--- config.mk ---
export PLATFORM = sky130hd
export DESIGN_NAME = kfm_top
export DESIGN_NICKNAME = d
export VERILOG_FILES = /design/src/kfm_pkg.sv /design/src/kfm_tmr_if.sv /design/src/kfm_persist.sv /design/src/kfm_top.sv
export SDC_FILE = /design/constraint.sdc
export NUM_CORES = 1
export LEC_CHECK = 0
export BUFFER_PORTS_ARGS = -buffer_cell sky130_fd_sc_hd__buf_4
export CORE_MARGIN = 4
export CORE_UTILIZATION = 40
export DETAILED_ROUTE_END_ITERATION = 10
export HOLD_SLACK_MARGIN = 0.03
export SLEW_MARGIN = 20
export SYNTH_ARGS = -nofsm -noshare
export SYNTH_HDL_FRONTEND = slang
export SYNTH_SLANG_ARGS = --single-unit
--- constraint.sdc ---
create_clock -name CORE_CLK -period 2.8 [get_ports CORE_CLK]
set_input_delay 0.14 -clock CORE_CLK [delete_from_list [all_inputs] [get_ports CORE_CLK]]
set_output_delay 0.14 -clock CORE_CLK [all_outputs]
set_load 0.03 [all_outputs]
--- src/kfm_pkg.sv ---
// constants, encodings and timing counts of the kiln fault monitor
// assumes a single 25 MHz core clock and temperatures in signed degrees
package kfm_pkg;

  // ----------------------------------------------------------------
  // timing
  // ----------------------------------------------------------------
  localparam int unsigned CLK_HZ = 25000000;
  localparam int unsigned TICK_PERIOD_MS = 1000;
  localparam int unsigned TICK_CYCLES_DFLT = CLK_HZ / 1000 * TICK_PERIOD_MS;
  localparam logic [4:0] PERSIST_S = 5'h12;
  localparam logic [8:0] SLOW_WINDOW_S = 9'h1E0;
  localparam logic [1:0] DONE_S = 2'h3;

  // ----------------------------------------------------------------
  // temperature limits
  // ----------------------------------------------------------------
  localparam int TW = 16;
  localparam logic signed [16:0] DEV_LIMIT = 17'sh00032;
  localparam logic signed [16:0] SLOW_MIN_RISE = 17'sh00002;

  // ----------------------------------------------------------------
  // segment types from the sequencer
  // ----------------------------------------------------------------
  localparam logic [1:0] SEG_IDLE = 2'h0;
  localparam logic [1:0] SEG_RAMP_UP = 2'h1;
  localparam logic [1:0] SEG_RAMP_DOWN = 2'h2;
  localparam logic [1:0] SEG_HOLD = 2'h3;

  // ----------------------------------------------------------------
  // error flag positions, bit n holds numbered code n+1
  // ----------------------------------------------------------------
  localparam int ERR_SLOW = 0;
  localparam int ERR_OVER_HOLD = 1;
  localparam int ERR_UNDER_HOLD = 2;
  localparam int ERR_COOL_OVER = 3;
  localparam int ERR_COOL_LAG = 4;
  localparam int ERR_REVERSED = 5;
  localparam int ERR_HEAT_OVER = 6;
  localparam int ERR_FALLING = 7;
  localparam int NUM_TMR = 5;
  localparam int MID_CH = 1;

  // ----------------------------------------------------------------
  // display modes
  // ----------------------------------------------------------------
  localparam logic [3:0] DSP_TEMP = 4'h0;
  localparam logic [3:0] DSP_IDLE = 4'h1;
  localparam logic [3:0] DSP_ERROR = 4'h2;
  localparam logic [3:0] DSP_SHORT = 4'h3;
  localparam logic [3:0] DSP_LONG = 4'h4;
  localparam logic [3:0] DSP_FAIL = 4'h5;
  localparam logic [3:0] DSP_ON = 4'h6;
  localparam logic [3:0] DSP_OFF = 4'h7;
  localparam logic [3:0] DSP_DONE = 4'h8;

  // ----------------------------------------------------------------
  // reset values and menu states
  // ----------------------------------------------------------------
  localparam logic ERR_EN_RST = 1'b1;

  typedef enum logic [1:0] {
    KFM_IDLE = 2'h0,
    KFM_MENU = 2'h1,
    KFM_DONE = 2'h3
  } kfm_state_type;

endpackage

--- src/kfm_tmr_if.sv ---
// interface between the monitor and one persistence timer
// assumes both ends run on the core clock
`timescale 1ns/1ps
interface kfm_tmr_if;
  logic cond;
  logic tick;
  logic expired;
  modport owner (output cond, output tick, input expired);
  modport timer (input cond, input tick, output expired);
endinterface

--- src/kfm_persist.sv ---
// persistence timer for one deviation condition
// assumes a one-cycle tick per second from the owner
`timescale 1ns/1ps
module kfm_persist
  import kfm_pkg::*;
(
  input wire logic clk,
  input wire logic rst_n,
  kfm_tmr_if.timer bus
);

  logic [4:0] count_q;
  logic [4:0] count_d;

  // ----------------------------------------------------------------
  // counting
  // ----------------------------------------------------------------
  // one extra tick so a condition that starts mid-second still lasts
  // the full interval
  always_comb begin
    count_d = count_q;
    if (!bus.cond) begin
      count_d = 5'h00;
    end else if (bus.tick && count_q != PERSIST_S + 5'h01) begin
      count_d = count_q + 5'h01;
    end
  end

  always_ff @(posedge clk) begin
    if (!rst_n) begin
      count_q <= 5'h00;
    end else begin
      count_q <= count_d;
    end
  end

  assign bus.expired = (count_q == PERSIST_S + 5'h01);

endmodule // kfm_persist

--- src/kfm_top.sv ---
// kiln fault monitor: deviation, sensor and outage errors, error menu
// assumes sequencer and converter inputs on CORE_CLK, keys on raw pins
`timescale 1ns/1ps

// Operation
// - hold, 50 above for 18 s
// - hold, 50 below for 18 s
// - down ramp, 50 above previous hold
// - down ramp, 50 below moving setpoint
// - up ramp, 50 above moving setpoint
// - negative reading flags reversed sensor
// - cone mode final ramp, temperature falling
// - heating but not getting hotter
// - long outage aborts, shows only outage
// - short outage keeps firing, alternates, key 1
// - power lost during program write reported
// - per-channel sensor fail; shorted reads normally
// - error codes on after reset
// - codes off also disables zone balancing
// - reversed, fail, outage never masked
// - slow and falling kept in final cone
// - menu shows On/OFF, key 1 toggles
module kfm_top
  import kfm_pkg::*;
#(
  parameter int unsigned TICK_CYCLES = TICK_CYCLES_DFLT
) (
  input wire logic CORE_CLK,
  input wire logic RST_N,
  input wire logic [2:0][15:0] TEMP_CH,
  input wire logic [2:0] TC_OPEN,
  input wire logic FIRING,
  input wire logic FIRING_START,
  input wire logic [1:0] SEG_TYPE,
  input wire logic CONE_MODE,
  input wire logic LAST_SEGMENT,
  input wire logic ELEMENTS_ON,
  input wire logic [15:0] HOLD_TEMP,
  input wire logic [15:0] PREV_HOLD_TEMP,
  input wire logic [15:0] LOCAL_SETPOINT,
  input wire logic BOOT_LONG_OUTAGE,
  input wire logic BOOT_SHORT_OUTAGE,
  input wire logic NVM_WRITE_BUSY,
  input wire logic NVM_MARK_FOUND,
  input wire logic POWER_LOSS_PIN,
  input wire logic KEY_1_PIN,
  input wire logic KEY_ENTER_PIN,
  input wire logic KEY_OTHER_PIN,
  output logic FIRING_STOP,
  output logic ZONE_BALANCE_EN,
  output logic ERROR_CODES_ON,
  output logic NVM_MARK_SET,
  output logic [7:0] ERROR_FLAGS,
  output logic [2:0] SENSOR_FAIL,
  output logic WRITE_ERROR,
  output logic LONG_OUTAGE,
  output logic SHORT_OUTAGE,
  output logic [3:0] DISP_MODE,
  output logic [3:0] DISP_NUM,
  output logic [15:0] DISP_TEMP
);

  // ----------------------------------------------------------------
  // helpers
  // ----------------------------------------------------------------
  function automatic logic [3:0] first_set(input logic [7:0] v);
    logic [3:0] r;
    r = 4'h0;
    for (int i = 7; i >= 0; i--) begin
      if (v[i]) r = 4'(i + 1);
    end
    return r;
  endfunction

  function automatic logic signed [16:0] diff(input logic [15:0] t,
                                               input logic [15:0] r);
    return $signed({t[15], t}) - $signed({r[15], r});
  endfunction

  function automatic logic over_by(input logic [15:0] t,
                                   input logic [15:0] r);
    return diff(t, r) > DEV_LIMIT;
  endfunction

  function automatic logic under_by(input logic [15:0] t,
                                    input logic [15:0] r);
    return diff(t, r) < -DEV_LIMIT;
  endfunction

  // ----------------------------------------------------------------
  // pin synchronisers and one-second tick
  // ----------------------------------------------------------------
  logic [3:0] pin_m_q, pin_m_d;
  logic [3:0] pin_s_q, pin_s_d;
  logic [3:0] pin_p_q, pin_p_d;
  logic [24:0] tick_cnt_q, tick_cnt_d;
  logic tick_q, tick_d;
  logic [3:0] press;

  always_comb begin
    pin_m_d = {POWER_LOSS_PIN, KEY_OTHER_PIN, KEY_ENTER_PIN, KEY_1_PIN};
    pin_s_d = pin_m_q;
    pin_p_d = pin_s_q;
    tick_d = 1'b0;
    tick_cnt_d = tick_cnt_q + 25'h0000001;
    if (tick_cnt_q == 25'(TICK_CYCLES - 1)) begin
      tick_cnt_d = 25'h0000000;
      tick_d = 1'b1;
    end
  end

  always_ff @(posedge CORE_CLK) begin
    if (!RST_N) begin
      pin_m_q <= 4'h0;
      pin_s_q <= 4'h0;
      pin_p_q <= 4'h0;
      tick_cnt_q <= 25'h0000000;
      tick_q <= 1'b0;
    end else begin
      pin_m_q <= pin_m_d;
      pin_s_q <= pin_s_d;
      pin_p_q <= pin_p_d;
      tick_cnt_q <= tick_cnt_d;
      tick_q <= tick_d;
    end
  end

  // rising edges only; keys are assumed debounced at the panel
  assign press = pin_s_q & ~pin_p_q;

  // ----------------------------------------------------------------
  // deviation conditions and persistence timers
  // ----------------------------------------------------------------
  logic [15:0] t_mid;
  logic seg_hold, seg_up, seg_down, final_cone;
  logic [NUM_TMR-1:0] dev_cond;
  logic [NUM_TMR-1:0] dev_exp;
  kfm_tmr_if tmr [NUM_TMR] ();

  assign t_mid = TEMP_CH[MID_CH];
  assign seg_hold = FIRING && SEG_TYPE == SEG_HOLD;
  assign seg_up = FIRING && SEG_TYPE == SEG_RAMP_UP;
  assign seg_down = FIRING && SEG_TYPE == SEG_RAMP_DOWN;
  assign final_cone = CONE_MODE && LAST_SEGMENT;

  assign dev_cond[0] = seg_hold && over_by(t_mid, HOLD_TEMP);
  assign dev_cond[1] = seg_hold && under_by(t_mid, HOLD_TEMP);
  assign dev_cond[2] = seg_down && over_by(t_mid, PREV_HOLD_TEMP);
  assign dev_cond[3] = seg_down && under_by(t_mid, LOCAL_SETPOINT);
  assign dev_cond[4] = seg_up && over_by(t_mid, LOCAL_SETPOINT);

  for (genvar g = 0; g < NUM_TMR; g++) begin : g_tmr
    assign tmr[g].cond = dev_cond[g];
    assign tmr[g].tick = tick_q;
    assign dev_exp[g] = tmr[g].expired;
    kfm_persist u_persist (
      .clk(CORE_CLK),
      .rst_n(RST_N),
      .bus(tmr[g])
    );
  end

  // ----------------------------------------------------------------
  // error latches
  // ----------------------------------------------------------------
  kfm_state_type state_q, state_d;
  logic err_en_q, err_en_d;
  logic [7:0] err_q, err_d;
  logic [2:0] fail_q, fail_d;
  logic nvm_err_q, nvm_err_d;
  logic long_q, long_d;
  logic short_q, short_d;
  logic boot_q, boot_d;
  logic mark_q, mark_d;
  logic [8:0] slow_cnt_q, slow_cnt_d;
  logic [15:0] slow_base_q, slow_base_d;
  logic [15:0] prev_t_q, prev_t_d;
  logic stop_q, stop_d;
  logic [7:0] raise;
  logic [7:0] en_mask;
  logic negative;
  logic heating;
  logic key_clear;

  always_comb begin
    negative = 1'b0;
    for (int c = 0; c < 3; c++) begin
      if (TEMP_CH[c][15]) negative = 1'b1;
    end
    heating = seg_up && ELEMENTS_ON;
    key_clear = press[0] && state_q == KFM_IDLE;
    raise = 8'h00;
    raise[ERR_OVER_HOLD] = dev_exp[0];
    raise[ERR_UNDER_HOLD] = dev_exp[1];
    raise[ERR_COOL_OVER] = dev_exp[2];
    raise[ERR_COOL_LAG] = dev_exp[3];
    raise[ERR_HEAT_OVER] = dev_exp[4];
    raise[ERR_REVERSED] = negative;
    // slow climb window restarts whenever heating stops
    slow_cnt_d = slow_cnt_q;
    slow_base_d = slow_base_q;
    if (!heating) begin
      slow_cnt_d = 9'h000;
      slow_base_d = t_mid;
    end else if (tick_q) begin
      if (slow_cnt_q == SLOW_WINDOW_S - 9'h001) begin
        slow_cnt_d = 9'h000;
        slow_base_d = t_mid;
        raise[ERR_SLOW] = diff(t_mid, slow_base_q) < SLOW_MIN_RISE;
      end else begin
        slow_cnt_d = slow_cnt_q + 9'h001;
      end
    end
    prev_t_d = tick_q ? t_mid : prev_t_q;
    if (tick_q && seg_up && final_cone) begin
      raise[ERR_FALLING] = diff(t_mid, prev_t_q) < 17'sh00000;
    end
    // masked codes cannot latch while error codes are off
    en_mask = {8{err_en_q}};
    en_mask[ERR_REVERSED] = 1'b1;
    if (final_cone) begin
      en_mask[ERR_SLOW] = 1'b1;
      en_mask[ERR_FALLING] = 1'b1;
    end
    // a new event in the clearing cycle survives the clear
    err_d = (key_clear ? 8'h00 : err_q) | (raise & en_mask);
    // open inputs only; a shorted input reads ambient and never fails
    fail_d = (FIRING_START ? 3'h0 : fail_q) | TC_OPEN;
    boot_d = 1'b0;
    nvm_err_d = (key_clear ? 1'b0 : nvm_err_q) | (boot_q && NVM_MARK_FOUND);
    // marker stays set if power drops before the write completes
    mark_d = NVM_WRITE_BUSY || (mark_q && pin_s_q[3]);
    long_d = (key_clear ? 1'b0 : long_q) | BOOT_LONG_OUTAGE;
    short_d = (key_clear ? 1'b0 : short_q) | BOOT_SHORT_OUTAGE;
    stop_d = long_q || (|err_q) || (|fail_q) || nvm_err_q;
  end

  always_ff @(posedge CORE_CLK) begin
    if (!RST_N) begin
      err_q <= 8'h00;
      fail_q <= 3'h0;
      nvm_err_q <= 1'b0;
      long_q <= 1'b0;
      short_q <= 1'b0;
      boot_q <= 1'b1;
      mark_q <= 1'b0;
      slow_cnt_q <= 9'h000;
      slow_base_q <= 16'h0000;
      prev_t_q <= 16'h0000;
      stop_q <= 1'b0;
    end else begin
      err_q <= err_d;
      fail_q <= fail_d;
      nvm_err_q <= nvm_err_d;
      long_q <= long_d;
      short_q <= short_d;
      boot_q <= boot_d;
      mark_q <= mark_d;
      slow_cnt_q <= slow_cnt_d;
      slow_base_q <= slow_base_d;
      prev_t_q <= prev_t_d;
      stop_q <= stop_d;
    end
  end

  // ----------------------------------------------------------------
  // error-enable menu and display
  // ----------------------------------------------------------------
  logic pend_q, pend_d;
  logic [1:0] done_cnt_q, done_cnt_d;
  logic blink_q, blink_d;
  logic [3:0] disp_mode_q, disp_mode_d;
  logic [3:0] disp_num_q, disp_num_d;
  logic [15:0] disp_temp_q, disp_temp_d;

  always_comb begin
    state_d = state_q;
    err_en_d = err_en_q;
    pend_d = pend_q;
    done_cnt_d = done_cnt_q;
    blink_d = tick_q ? ~blink_q : blink_q;
    case (state_q)
      KFM_IDLE: begin
        if (press[2] && !FIRING) begin
          state_d = KFM_MENU;
          pend_d = err_en_q;
        end
      end
      KFM_MENU: begin
        if (press[0]) begin
          pend_d = ~pend_q;
        end else if (press[1]) begin
          err_en_d = pend_q;
          done_cnt_d = 2'h0;
          state_d = KFM_DONE;
        end else if (press[2]) begin
          state_d = KFM_IDLE;
        end
      end
      KFM_DONE: begin
        if (tick_q) begin
          done_cnt_d = done_cnt_q + 2'h1;
          if (done_cnt_q == DONE_S - 2'h1) state_d = KFM_IDLE;
        end
      end
      default: begin
        state_d = KFM_IDLE;
      end
    endcase
    disp_temp_d = t_mid;
    disp_num_d = 4'h0;
    // long outage first so nothing else shows while it stands
    if (long_q) begin
      disp_mode_d = DSP_LONG;
    end else if (|fail_q) begin
      disp_mode_d = DSP_FAIL;
      disp_num_d = first_set({5'h00, fail_q});
    end else if (|err_q) begin
      disp_mode_d = DSP_ERROR;
      disp_num_d = first_set(err_q);
    end else if (nvm_err_q) begin
      disp_mode_d = DSP_ERROR;
    end else if (state_q == KFM_MENU) begin
      disp_mode_d = pend_q ? DSP_ON : DSP_OFF;
    end else if (state_q == KFM_DONE) begin
      disp_mode_d = DSP_DONE;
    end else if (short_q) begin
      disp_mode_d = blink_q ? DSP_SHORT : DSP_TEMP;
    end else if (!FIRING) begin
      disp_mode_d = blink_q ? DSP_IDLE : DSP_TEMP;
    end else begin
      disp_mode_d = DSP_TEMP;
    end
  end

  always_ff @(posedge CORE_CLK) begin
    if (!RST_N) begin
      state_q <= KFM_IDLE;
      err_en_q <= ERR_EN_RST;
      pend_q <= ERR_EN_RST;
      done_cnt_q <= 2'h0;
      blink_q <= 1'b0;
      disp_mode_q <= DSP_TEMP;
      disp_num_q <= 4'h0;
      disp_temp_q <= 16'h0000;
    end else begin
      state_q <= state_d;
      err_en_q <= err_en_d;
      pend_q <= pend_d;
      done_cnt_q <= done_cnt_d;
      blink_q <= blink_d;
      disp_mode_q <= disp_mode_d;
      disp_num_q <= disp_num_d;
      disp_temp_q <= disp_temp_d;
    end
  end

  // ----------------------------------------------------------------
  // outputs
  // ----------------------------------------------------------------
  assign FIRING_STOP = stop_q;
  assign ZONE_BALANCE_EN = err_en_q;
  assign ERROR_CODES_ON = err_en_q;
  assign NVM_MARK_SET = mark_q;
  assign ERROR_FLAGS = err_q;
  assign SENSOR_FAIL = fail_q;
  assign WRITE_ERROR = nvm_err_q;
  assign LONG_OUTAGE = long_q;
  assign SHORT_OUTAGE = short_q;
  assign DISP_MODE = disp_mode_q;
  assign DISP_NUM = disp_num_q;
  assign DISP_TEMP = disp_temp_q;

endmodule // kfm_top

# == Word level (Yosys, flattened, before mapping) ==
# Cells that the tools add are included.
# word_totals
regBits,151
romBits,0
word_cells,194
output_inout_bits,42
inputBits,116
ram_bits,0
memories,0
latchBits,0
# classes
n_eq_ne,27
bitwise_logic,12
n_lt_le_gt_ge,7
n_mul,0
shifts,0
div_mod_pow,0
addsub,13
reduce_logical,46
n_mux,57
# op_table
cell,n
16-bit by 16-bit subtractor with 17-bit output,5
4-bit 2-to-1 mux,14
17-bit by 7-bit greater-than comparator with 1-bit output (second input constant),3
16-bit 2-to-1 mux,3
17-bit by 7-bit < comparator with 1-bit output (second input constant),2
25-bit by 1-bit adder with 25-bit output (second input constant),1
5-bit by 1-bit adder with 5-bit output (second input constant),5
25-bit equality test (second input constant),1
5-bit equality test (second input constant),5
5-bit inequality test (second input constant),5
2-bit 2-to-1 mux,12
1-bit logical AND,21
1-bit 2-to-1 mux,18
17-bit by 1-bit < comparator with 1-bit output (second input constant),1
17-bit by 3-bit < comparator with 1-bit output (second input constant),1
3-bit 2-to-1 mux,5
2-bit AND reduction,7
14-bit OR reduction,1
2-bit inequality test (second input constant),6
9-bit by 1-bit adder with 9-bit output (second input constant),1
9-bit equality test (second input constant),1
9-bit 2-to-1 mux,1
8-bit bitwise AND,1
2-bit equality test (second input constant),4
25 further kinds,38

# == Logic depth before layout (Yosys ltp) ==
# Gate-level depths: netlist (run 1).
# depth
depth_word,10
depth_mapped,12
ltp_nobuf,12

# == Cells and area by module ==
# Synthesis (run 1) repeated with hierarchy kept, for this count alone.
# hier_totals
cells_unflattened,1203
area_unflattened_um2,9735.6
# by_module_without_submodules
mod,seq_area_each_um2,area_per_inst_um2,n_inst,cells_each
kfm_top,2522.4,8540.7,1,1073
kfm_persist,100.1,239.0,5,26

# == Least setup slack after synthesis (run 1) ==
# No wires, ideal clock.
# synth_path
kind,in2reg
start,in TEMP_CH[16] (netlist name)
end,reg g_tmr[2].u_persist.count_q[0]
slack_ns,0.184
arrival_time_ns,2.481
t_required_ns,2.664
path_stages,12
path_buffers,0
setup_ns,0.136
path_cell_list,inv_1 -> ha_1 -> inv_1 -> fa_1 -> a211oi_1 -> o21ai_1 -> a21boi_1 -> xor2_1 -> nand3_1 -> or4_4 -> a2111oi_4 -> nor3_1
# synth_between
elab_chain_len,4
# synth_lines
element,line,text
start: declaration,kfm_top.sv:30,"input wire logic [2:0][15:0] TEMP_CH,"
16-bit by 16-bit subtractor with 17-bit output,kfm_top.sv:77,"return $signed({t[15], t}) - $signed({r[15], r});"
17-bit by 7-bit greater-than comparator with 1-bit output,kfm_top.sv:82,"return diff(t, r) > DEV_LIMIT;"
1-bit logical AND,kfm_top.sv:148,"assign dev_cond[2] = seg_down && over_by(t_mid, PREV_HOLD_TEMP);"
2-bit AND reduction (no source line),-,
end signal: assignment,kfm_persist.sv:33,count_q <= count_d;
end: declaration,kfm_persist.sv:12,logic [4:0] count_q;
# Every way passes these cells.
# A chain may end at the register's enable or synchronous reset.

# == Final worst setup path (run 1) ==
# layout_path
start,in TEMP_CH[16] (netlist name)
end,reg g_tmr[0].u_persist.count_q[1]
# layout_between
elab_chain_len,4
# layout_lines
element,line,text
16-bit by 16-bit subtractor with 17-bit output,kfm_top.sv:77,
17-bit by 7-bit greater-than comparator with 1-bit output,kfm_top.sv:82,
1-bit logical AND,kfm_top.sv:146,"assign dev_cond[0] = seg_hold && over_by(t_mid, HOLD_TEMP);"
2-bit AND reduction (no source line),-,
end signal: assignment,kfm_persist.sv:33,
end: declaration,kfm_persist.sv:12,
# Every way passes these cells.

==> flow_metrics.env, run 1 <==
export IMPL_outcome="complete, no violations"
export IMPL_grt_pass1_wl_um=41490
export IMPL_multi_input_area_um2=6126
export IMPL_post_synth_top_area_cell="dfxtp_1"
export IMPL_finalWirelength_um=24990
export IMPL_synth_nets=1412
export IMPL_place_detailed_hpwl_um=19390
export IMPL_cp_max_fo=5
export IMPL_relSlewSlack_pct=52.82
export IMPL_fin_cells=1704
export IMPL_synth_edf_count=0
export IMPL_die_y_um=163.7
export IMPL_crit_slowest_cell="nor4_4"
export IMPL_rows=56
export IMPL_slew_viol_final=0
export IMPL_finalSetupTns_ns=0
export IMPL_final_hold_violation_count=0
export IMPL_rsz0062_at_grt="false"
export IMPL_ys_seq_area_share_pct=31.18
export IMPL_seq_area_um2=3024
export IMPL_synth_top_flop_cell="dfxtp_1"
export IMPL_clk_latency_ns=0.43
export IMPL_area_growth_pct=23.37
export IMPL_crit_top_cell="buf_4"
export IMPL_cap_violations=0
export IMPL_r2r_cells=9
export IMPL_cts_tree="yes"
export IMPL_path_clk_slew_ns=0.06
export IMPL_synthDistinctLibCells=70
export IMPL_cp_arrival_ns=2.89
export IMPL_p_per_area_nw_per_um2=496.0
export IMPL_place_area_um2=11190
export IMPL_post_route_period_util_pct=92.88
export IMPL_synth_top_cells_by_count="dfxtp_1 (151), nor2_1 (148), inv_1 (121)"
export IMPL_worst_pin_slew_ns=0.7067
export IMPL_syn_area_um2=9696
export IMPL_fmax_ghz=0.3845
export IMPL_first_iter_violations=528
export IMPL_dieWidth_um=163.7
export IMPL_critPathKind="input port to register"
export IMPL_setup_violations_final=0
export IMPL_yosys_area_top_type_share_pct=31.18
export IMPL_final_area_um2=11960
export IMPL_crit_path_end_kind="register"
export IMPL_path_cells="buf_4 > inv_1 > buf_4 > ha_1 > inv_1 > fa_1 > a211oi_2 > buf_4 > o21ai_1 > a31oi_2 > o31ai_1 > or3_1 > nor4_4 > nor4b_1"
export IMPL_dp_cells=1658
export IMPL_grt_usage_pct=19.00
export IMPL_fin_crit_ns=2.601
export IMPL_die_area_um2=26790
export IMPL_holdWs_ns=0.05756
export IMPL_fill_cells=2379
export IMPL_root_buffer="clkbuf_16"
export IMPL_syn_instance_count=1206
export IMPL_antenna_found_initial=0
export IMPL_setup_ws_ns=0.1995
export IMPL_irDropWorstVdd_v=0.0004052
export IMPL_gr_total_overflow=0
export IMPL_htreeDepth=4
export IMPL_hold_path_class="input port to register"
export IMPL_initial_core_util_pct=40.94
export IMPL_hold_end="DISP_TEMP[5]"
export IMPL_ios=158
export IMPL_cp_data_required_time_ns=3.09
export IMPL_synthTopCellsByArea="dfxtp_1 (31%), ha_1 (11%), nor2_1 (5.7%), xor2_1 (4.9%), inv_1 (4.7%)"
export IMPL_avgSynthCellArea_um2=8.039
export IMPL_gp_congestion=0.8575
export IMPL_cts_sinks=151
export IMPL_grt_max_degree=45
export IMPL_worstSetupStartpointType="input port"
export IMPL_power_leakage_nw=5.264
export IMPL_vias_per_cell=5.228
export IMPL_reg2reg_slack_ns=0.21
export IMPL_numCtsBuffers=17
export IMPL_nets=1579
export IMPL_n_antenna_cell=0
export IMPL_hp_start="TEMP_CH[21]"
export IMPL_core_um2=23680
export IMPL_routed_via_count=8909
export IMPL_ys_ff_latch=151
export IMPL_max_stage_delay_ns=0.41
export IMPL_post_place_ws_ns=-0.3140
export IMPL_r2r_start="slow_cnt_q[0]"
export IMPL_drtAntennaViolNets=0
export IMPL_fin_skew_ns=0.009146
export IMPL_io_buffers=127
export IMPL_first_pass_iters=5
export IMPL_yosys_warnings=0
export IMPL_route_detailed_drc=0
export IMPL_worstSetupStartpoint="TEMP_CH[16]"
export IMPL_r2r_end="ERROR_FLAGS[0]"
export IMPL_min_path_cells=3
export IMPL_wl_per_cell_um=14.67
export IMPL_drive_gt1_share_pct=15.60
export IMPL_grt_pass1_vias=8544
export IMPL_async_flop_share_pct=0
export IMPL_clockBufferDepth=2
export IMPL_yosysMostFrequentCell="dfxtp_1"
[per-stage QoR]
stage,util (%),power [mW]
final,50.51,5.933
after detailed placement,47.24,3.594
after floorplan,-,3.172
after CTS,50.35,5.972
after global placement,47.24,3.586
after global routing,50.51,6.232
[state kept, by name (all words and copies together), names as in the netlist, 2 cells and up]
signal / count
DISP_MODE: 4
DISP_NUM: 4
DISP_TEMP: 16
ERROR_FLAGS: 8
SENSOR_FAIL: 3
done_cnt_q: 2
g_tmr.u_persist.count_q: 25
pin_m_q: 4
pin_p_d: 4
pin_p_q: 3
prev_t_q: 16
slow_base_q: 16
slow_cnt_q: 9
state_q: 2
tick_cnt_q: 25
[power by group]
group          leakage, nW  total (mW)  internal (mW)  switching [mW]
clock                0.287        2.35           1.41           0.939
combinational         3.74        1.35          0.592           0.757
sequential            1.23        2.23           2.20          0.0280
total                 5.26        5.93           4.21            1.72
[kinds of logic after synthesis]
group                      Yosys count  synth area share, %
buffers and inverters              150                5.936
AOI/OAI and AO/OA                  253                17.20
DFF                                151                31.18
adders and majority gates           90                11.92
xor gates and xnor gates            81                7.317
muxes                               28                2.891
and+or+nand+nor                    453                23.55
[cell type report]
type | count | area share (%)
clock inverters | 12 | 1.381
repair buffers | 176 | 11.34
well taps | 319 | 3.337
inverters | 122 | 3.828
clock buffers | 19 | 3.619
multi-input cells | 905 | 51.21
flip-flops and latches | 151 | 25.28
[how the worst max path moves through the flow]
stage	to	slack, ns	depth (start not counted)
global route	g_tmr[2].u_persist.count_q[2]	0.02	14
finish	g_tmr[0].u_persist.count_q[1]	0.20	14
global placement	g_tmr[2].u_persist.count_q[1]	-0.20	13
detailed placement	g_tmr[0].u_persist.count_q[2]	-0.31	14
CTS	g_tmr[0].u_persist.count_q[2]	0.14	14
floorplan	g_tmr[2].u_persist.count_q[0]	0.18	12
[critical path, delay by kind of cell]
family                   cells  cell delay, ns
AND/OR/NAND/NOR              3            0.88
AO/OA/AOI/OAI                4            0.76
adder cells (fa/ha/maj)      2            0.54
buffers and inverters        5            0.57
[what timing repair did]
item / CTS / global route
setup buffers: 0 / 1
setup endpoints to repair: 0 / 15
gates resized for setup: 0 / 6
hold buffers: 14 / 0
hold endpoints to repair: 15 / 0
[layer usage]
metal | vias to the layer above | routed length (um) | GRT usage, %
met5 | - | 0 | 0
met4 | 0 | 511 | 6.138
met3 | 39 | 1087 | 3.162
met2 | 168 | 11380 | 30.72
met1 | 4131 | 12010 | 25.92
li1 | 4571 | - | -
[cell usage in the layout (no fill, tap or decap), types with 39 or more instances in the layout]
cell type and instances:
ha_1 86, o21ai_0 39, buf_4 162, nor3_1 52
inv_1 121, dfxtp_1 150, nor2_1 148, nand2_1 69
xor2_1 54, a21oi_1 85
Power figures use the tool's default switching activity.
==> run 2, diff against run 1 <==
--- a/config.mk
+++ b/config.mk
@@ -6,6 +6,7 @@
 export NUM_CORES = 1
 export LEC_CHECK = 0
 export BUFFER_PORTS_ARGS = -buffer_cell sky130_fd_sc_hd__buf_4
+export CAP_MARGIN = 20
 export CORE_MARGIN = 4
 export CORE_UTILIZATION = 40
 export DETAILED_ROUTE_END_ITERATION = 10
==> constraint.sdc (replaced) <==
create_clock -name CORE_CLK -period 2.7 [get_ports CORE_CLK]
set_input_delay 0.135 -clock CORE_CLK [delete_from_list [all_inputs] [get_ports CORE_CLK]]
set_output_delay 0.135 -clock CORE_CLK [all_outputs]
set_load 0.03 [all_outputs]
==> flow_metrics.env, run 2 (same netlist as run 1, synthesis figures left out) <==
export IMPL_cp_data_required_time_ns=2.99
export IMPL_root_buffer="clkbuf_16"
export IMPL_drive_gt1_share_pct=16.93
export IMPL_cap_violations=0
export IMPL_cp_top_family="compound AO/OA/AOI/OAI gates"
export IMPL_final_cell_mix="buf_4 (176), dfxtp_1 (149), nor2_1 (148)"
export IMPL_initial_core_util_pct=40.94
export IMPL_crit_slowest_cell="or4_4"
export IMPL_gp_congestion=0.8942
export IMPL_grt_max_degree=45
export IMPL_met2_usage_pct=30.87
export IMPL_nets=1593
export IMPL_met3_usage_pct=3.162
export IMPL_p_seq_share_pct=37.5
export IMPL_biggestRegsByFlops="g_tmr.u_persist.count_q (25), tick_cnt_q (25)"
export IMPL_dieWidth_um=163.7
export IMPL_intPower_mw=4.339
export IMPL_first_pass_iters=5
export IMPL_grt_pass1_wl_um=41260
export IMPL_dp_cells=1671
export IMPL_gr_max_usage_layer="met2"
export IMPL_post_place_ws_ns=-0.3747
export IMPL_ios=158
export IMPL_worst_pin_slew_ns=0.7063
export IMPL_worst_path_buf_inv=3
export IMPL_die_area_um2=26790
export IMPL_path_cells="buf_4 > inv_2 > ha_1 > inv_1 > fa_1 > a211oi_2 > o21ai_1 > a21boi_1 > xor2_1 > nand3_1 > or4_4 > a2111oi_4 > nor3_1"
export IMPL_routed_via_count=8985
export IMPL_gr_total_overflow=0
export IMPL_area_growth_pct=24.79
export IMPL_rows=56
export IMPL_reg2reg_slack_ns=0.24
export IMPL_critPathKind="input port to register"
export IMPL_relSlewSlack_pct=52.85
export IMPL_irDropWorstVdd_v=0.0004241
export IMPL_worstSetupStartpointType="input port"
export IMPL_cp_max_fo=5
export IMPL_grt_pass1_vias=8607
export IMPL_slew_viol_final=0
export IMPL_hold_path_class="input port to register"
export IMPL_fin_cells=1719
export IMPL_die_y_um=163.7
export IMPL_numCtsBuffers=17
export IMPL_route_detailed_drc=0
export IMPL_net_switching_power_mw=1.837
export IMPL_finish_utilization_pct=51.09
export IMPL_htreeDepth=4
export IMPL_n_antenna_cell=0
export IMPL_met1_usage_pct=25.83
export IMPL_vias_per_cell=5.227
export IMPL_fin_skew_ns=0.01095
export IMPL_setup_violations_final=0
export IMPL_swShare_pct=29.74
export IMPL_grt_usage_pct=18.92
export IMPL_clk_latency_ns=0.42
export IMPL_cts_sinks=151
export IMPL_final_common_cell="buf_4"
export IMPL_outcome="complete, no violations"
export IMPL_wl_per_cell_um=14.64
export IMPL_place_area_um2=11280
export IMPL_p_clk_share_pct=39.3
export IMPL_fin_crit_ns=2.465
export IMPL_cts_tree="yes"
export IMPL_setup_ws_ns=0.2354
export IMPL_clockBufferDepth=2
export IMPL_p_per_area_nw_per_um2=510.4
export IMPL_final_area_um2=12100
export IMPL_core_um2=23680
export IMPL_fmax_ghz=0.4058
export IMPL_cp_arrival_ns=2.76
export IMPL_first_iter_violations=473
export IMPL_rsz0062_at_grt="false"
export IMPL_place_detailed_hpwl_um=19490
export IMPL_post_route_period_util_pct=91.28
export IMPL_power_leakage_nw=5.330
export IMPL_finalWirelength_um=25170
export IMPL_crit_path_end_kind="register"
export IMPL_fill_cells=2317
export IMPL_io_buffers=127
export IMPL_pwr_share_comb_pct=23.3
export IMPL_power_mw=6.175
export IMPL_path_clk_slew_ns=0.06
export IMPL_drtAntennaViolNets=0
export IMPL_max_stage_delay_ns=0.54
export IMPL_antenna_found_initial=0
export IMPL_final_hold_violation_count=0
-- run 2: changes by cell type in the layout (fill, tap and decap cells not counted), sizes merged --
cell,previous run,this run
clkinvlp,2,5
bufinv,3,2
clkbuf,19,18
buf,162,176
-- run 2: through the flow --
step | setup TNS [ns] | hold WS [ns]
global placement | -5.416 | 0.3437
detailed placement | -7.460 | 0.3469
floorplan | 0 | 0.2466
CTS | 0 | 0.03227
finish | 0 | 0.05207
global route | 0 | 0.05198
-- run 2: cell type report --
class                           count  area [um2]  area share [%]
Multi-Input combinational cell    905        6148           50.82
Sequential cell                   151        3025           25.01
Timing Repair Buffer              190        1461           12.08
Inverter                          122       457.9           3.785
Clock buffer                       18       439.2           3.630
Tap cell                          319       399.1           3.299
Clock inverter                     14       167.7           1.386
-- run 2: final timing paths --
check | startpoint | to | cells after the start
setup / recovery | TEMP_CH[16] | g_tmr[2].u_persist.count_q[0] | 13
hold / removal | TEMP_CH[21] | DISP_TEMP[5] | 3
setup reg to reg | slow_cnt_q[1] | ERROR_FLAGS[0] | 9
hold reg to reg | pin_m_q[2] | pin_p_d[2] | 1
-- run 2: power by group through the flow --
stage	Clock [mW]	Sequential (mW)	Combinational, mW
2_1_floorplan	0	2.41	0.876
3_3_place_gp	0	2.36	1.39
3_5_place_dp	0	2.36	1.40
4_1_cts	2.49	2.31	1.42
5_1_grt	2.60	2.32	1.61
6_report	2.43	2.31	1.44
-- run 2: layer usage --
metal / wire (um) / share of wire, % / up-vias
li1: - / - / 4605
met1: 12130 / 48 / 4182
met2: 11660 / 46 / 166
met3: 967 / 3.8 / 32
met4: 414 / 1.6 / 0
met5: 0 / 0 / -
-- run 2: worst reg2reg max path: cells and delay by family (launching register included) --
kind	cells	cell delay, ns
AOI/OAI and AO/OA	2	0.32
DFF	1	0.35
adders and majority gates	1	0.16
and+or+nand+nor	6	1.54
-- run 2: what timing repair did --
action,in CTS,in global routing
endpoints found under the hold margin,14,0
buffers inserted,0,2
resized for setup,0,13
setup endpoints to repair,0,22
hold buffers,14,0
==> run 3, diff against run 2 <==
==> constraint.sdc (replaced) <==
create_clock -name CORE_CLK -period 3.2 [get_ports CORE_CLK]
set_input_delay 0.16 -clock CORE_CLK [delete_from_list [all_inputs] [get_ports CORE_CLK]]
set_output_delay 0.16 -clock CORE_CLK [all_outputs]
set_load 0.03 [all_outputs]
==> flow_metrics.env, run 3 (same netlist as run 1, synthesis figures left out) <==
export IMPL_holdWs_ns=0.05496
export IMPL_relSlewSlack_pct=54.47
export IMPL_finalWirelength_um=24280
export IMPL_final_common_cell="dfxtp_1"
export IMPL_final_hold_violation_count=0
export IMPL_crit_path_end_kind="register"
export IMPL_cp_top_family="compound AO/OA/AOI/OAI gates"
export IMPL_r2r_start="slow_cnt_q[0]"
export IMPL_wl_per_cell_um=14.49
export IMPL_place_area_um2=10980
export IMPL_die_area_um2=26790
export IMPL_cp_arrival_ns=3.02
export IMPL_seq_area_um2=3024
export IMPL_worst_path_buf_inv=3
export IMPL_worstSetupStartpoint="TEMP_CH[16]"
export IMPL_final_area_um2=11740
export IMPL_clk_latency_ns=0.42
export IMPL_power_leakage_nw=5.132
export IMPL_hold_path_class="input port to register"
export IMPL_dieWidth_um=163.7
export IMPL_worst_pin_slew_ns=0.6819
export IMPL_crit_slowest_cell="or4_4"
export IMPL_irDropWorstVdd_v=0.0003588
export IMPL_first_iter_violations=501
export IMPL_setup_violations_final=0
export IMPL_ios=158
export IMPL_routed_via_count=8773
export IMPL_post_place_ws_ns=0.04092
export IMPL_initial_core_util_pct=40.94
export IMPL_biggestRegsByFlops="g_tmr.u_persist.count_q (25), tick_cnt_q (25)"
export IMPL_drive_gt1_share_pct=13.56
export IMPL_cts_tree="yes"
export IMPL_fin_crit_ns=2.725
export IMPL_grt_max_degree=45
export IMPL_nets=1551
export IMPL_root_buffer="clkbuf_16"
export IMPL_hp_start="TEMP_CH[18]"
export IMPL_gr_total_overflow=0
export IMPL_multi_input_area_um2=6097
export IMPL_clockBufferDepth=2
export IMPL_cp_max_fo=5
export IMPL_rsz0062_at_grt="false"
export IMPL_final_cell_mix="dfxtp_1 (150), nor2_1 (148), buf_4 (134)"
export IMPL_finalSetupTns_ns=0
export IMPL_die_y_um=163.7
export IMPL_cts_setup_buffers=0
export IMPL_vias_per_cell=5.234
export IMPL_grt_pass1_vias=8352
export IMPL_grt_pass1_wl_um=40130
export IMPL_fin_skew_ns=0.008108
export IMPL_cts_sinks=151
export IMPL_core_um2=23680
export IMPL_numCtsBuffers=17
export IMPL_post_route_period_util_pct=85.17
export IMPL_grt_usage_pct=18.19
export IMPL_htreeDepth=4
export IMPL_antenna_found_initial=0
export IMPL_max_stage_delay_ns=0.54
export IMPL_cap_violations=0
export IMPL_cp_data_required_time_ns=3.49
export IMPL_crit_top_cell="inv_1"
export IMPL_path_clk_slew_ns=0.06
export IMPL_gp_congestion=0.8592
export IMPL_io_buffers=127
export IMPL_setup_ws_ns=0.4746
export IMPL_first_pass_iters=7
export IMPL_fill_cells=2355
export IMPL_area_growth_pct=21.06
export IMPL_route_detailed_drc=0
export IMPL_drtAntennaViolNets=0
export IMPL_slew_viol_final=0
export IMPL_p_per_area_nw_per_um2=442.7
export IMPL_worstSetupStartpointType="input port"
export IMPL_path_cells="buf_4 > inv_1 > ha_1 > inv_1 > fa_1 > a211oi_1 > o21ai_1 > o21ai_0 > mux2i_1 > nand3_1 > or4_4 > a2111oi_4 > nor3_1"
export IMPL_fmax_ghz=0.3669
export IMPL_n_antenna_cell=0
export IMPL_critPathKind="input port to register"
export IMPL_rows=56
export IMPL_place_detailed_hpwl_um=18570
export IMPL_outcome="complete, no violations"
run 3: cell count changes in the layout (fill, tap and decap cells not counted), moves of 2 or more:
| cell | before | now |
|---|---|---|
| a211oi_1 | 6 | 8 |
| clkinvlp_4 | 5 | 2 |
| buf_4 | 176 | 134 |
| inv_6 | 3 | 5 |
| nor4_1 | 4 | 6 |
| a211oi_2 | 2 | 0 |
run 3: final timing paths:
path                                                      end  slack, ns  depth (start not counted)
worst min register to register                     pin_p_d[1]       0.43                          1
worst min-delay path                             DISP_TEMP[2]       0.05                          3
worst max register to register                 ERROR_FLAGS[0]       0.56                          9
worst max-delay path            g_tmr[2].u_persist.count_q[2]       0.47                         13
run 3: stage by stage:
stage	utilization [%]	instances	power, mW
after floorplan	-	1206	2.776
after global placement	46.38	1631	3.096
after detailed placement	46.38	1631	3.102
after CTS	49.56	1676	5.245
after global routing	49.56	1676	5.461
final	49.56	1676	5.197
run 3: report_power, final:
part	internal, mW	leakage [nW]	switching [mW]
combinational	0.486	3.60	0.641
sequential	1.93	1.23	0.0267
clock	1.25	0.297	0.866
run 3: layout make-up:
class,count,share of cell area (%)
tap,319,3.400
inverter,122,3.902
clock buffer,17,3.624
timing repair buffer,148,9.764
sequential,151,25.76
clock inverter,14,1.599
multi-input combinational,905,51.95
run 3: worst min-delay path, delay by kind of cell:
family,cells,cell delay (ns)
buf+inv,2,0.20
simple gates,1,0.08
run 3: repair_timing:
| item | 4_1_cts | 5_1_grt |
|---|---|---|
| hold buffers | 14 | 0 |
| hold endpoints to repair | 14 | 0 |
| gates resized for setup | 0 | 0 |
run 3: per-layer routing:
| metal | track usage, % | up-vias | wire, um |
|---|---|---|---|
| li1 | - | 4516 | - |
| met2 | 30.21 | 157 | 11470 |
| met5 | 0 | - | 0 |
| met3 | 3.061 | 24 | 896 |
| met1 | 24.50 | 4076 | 11620 |
| met4 | 4.956 | 0 | 295 |
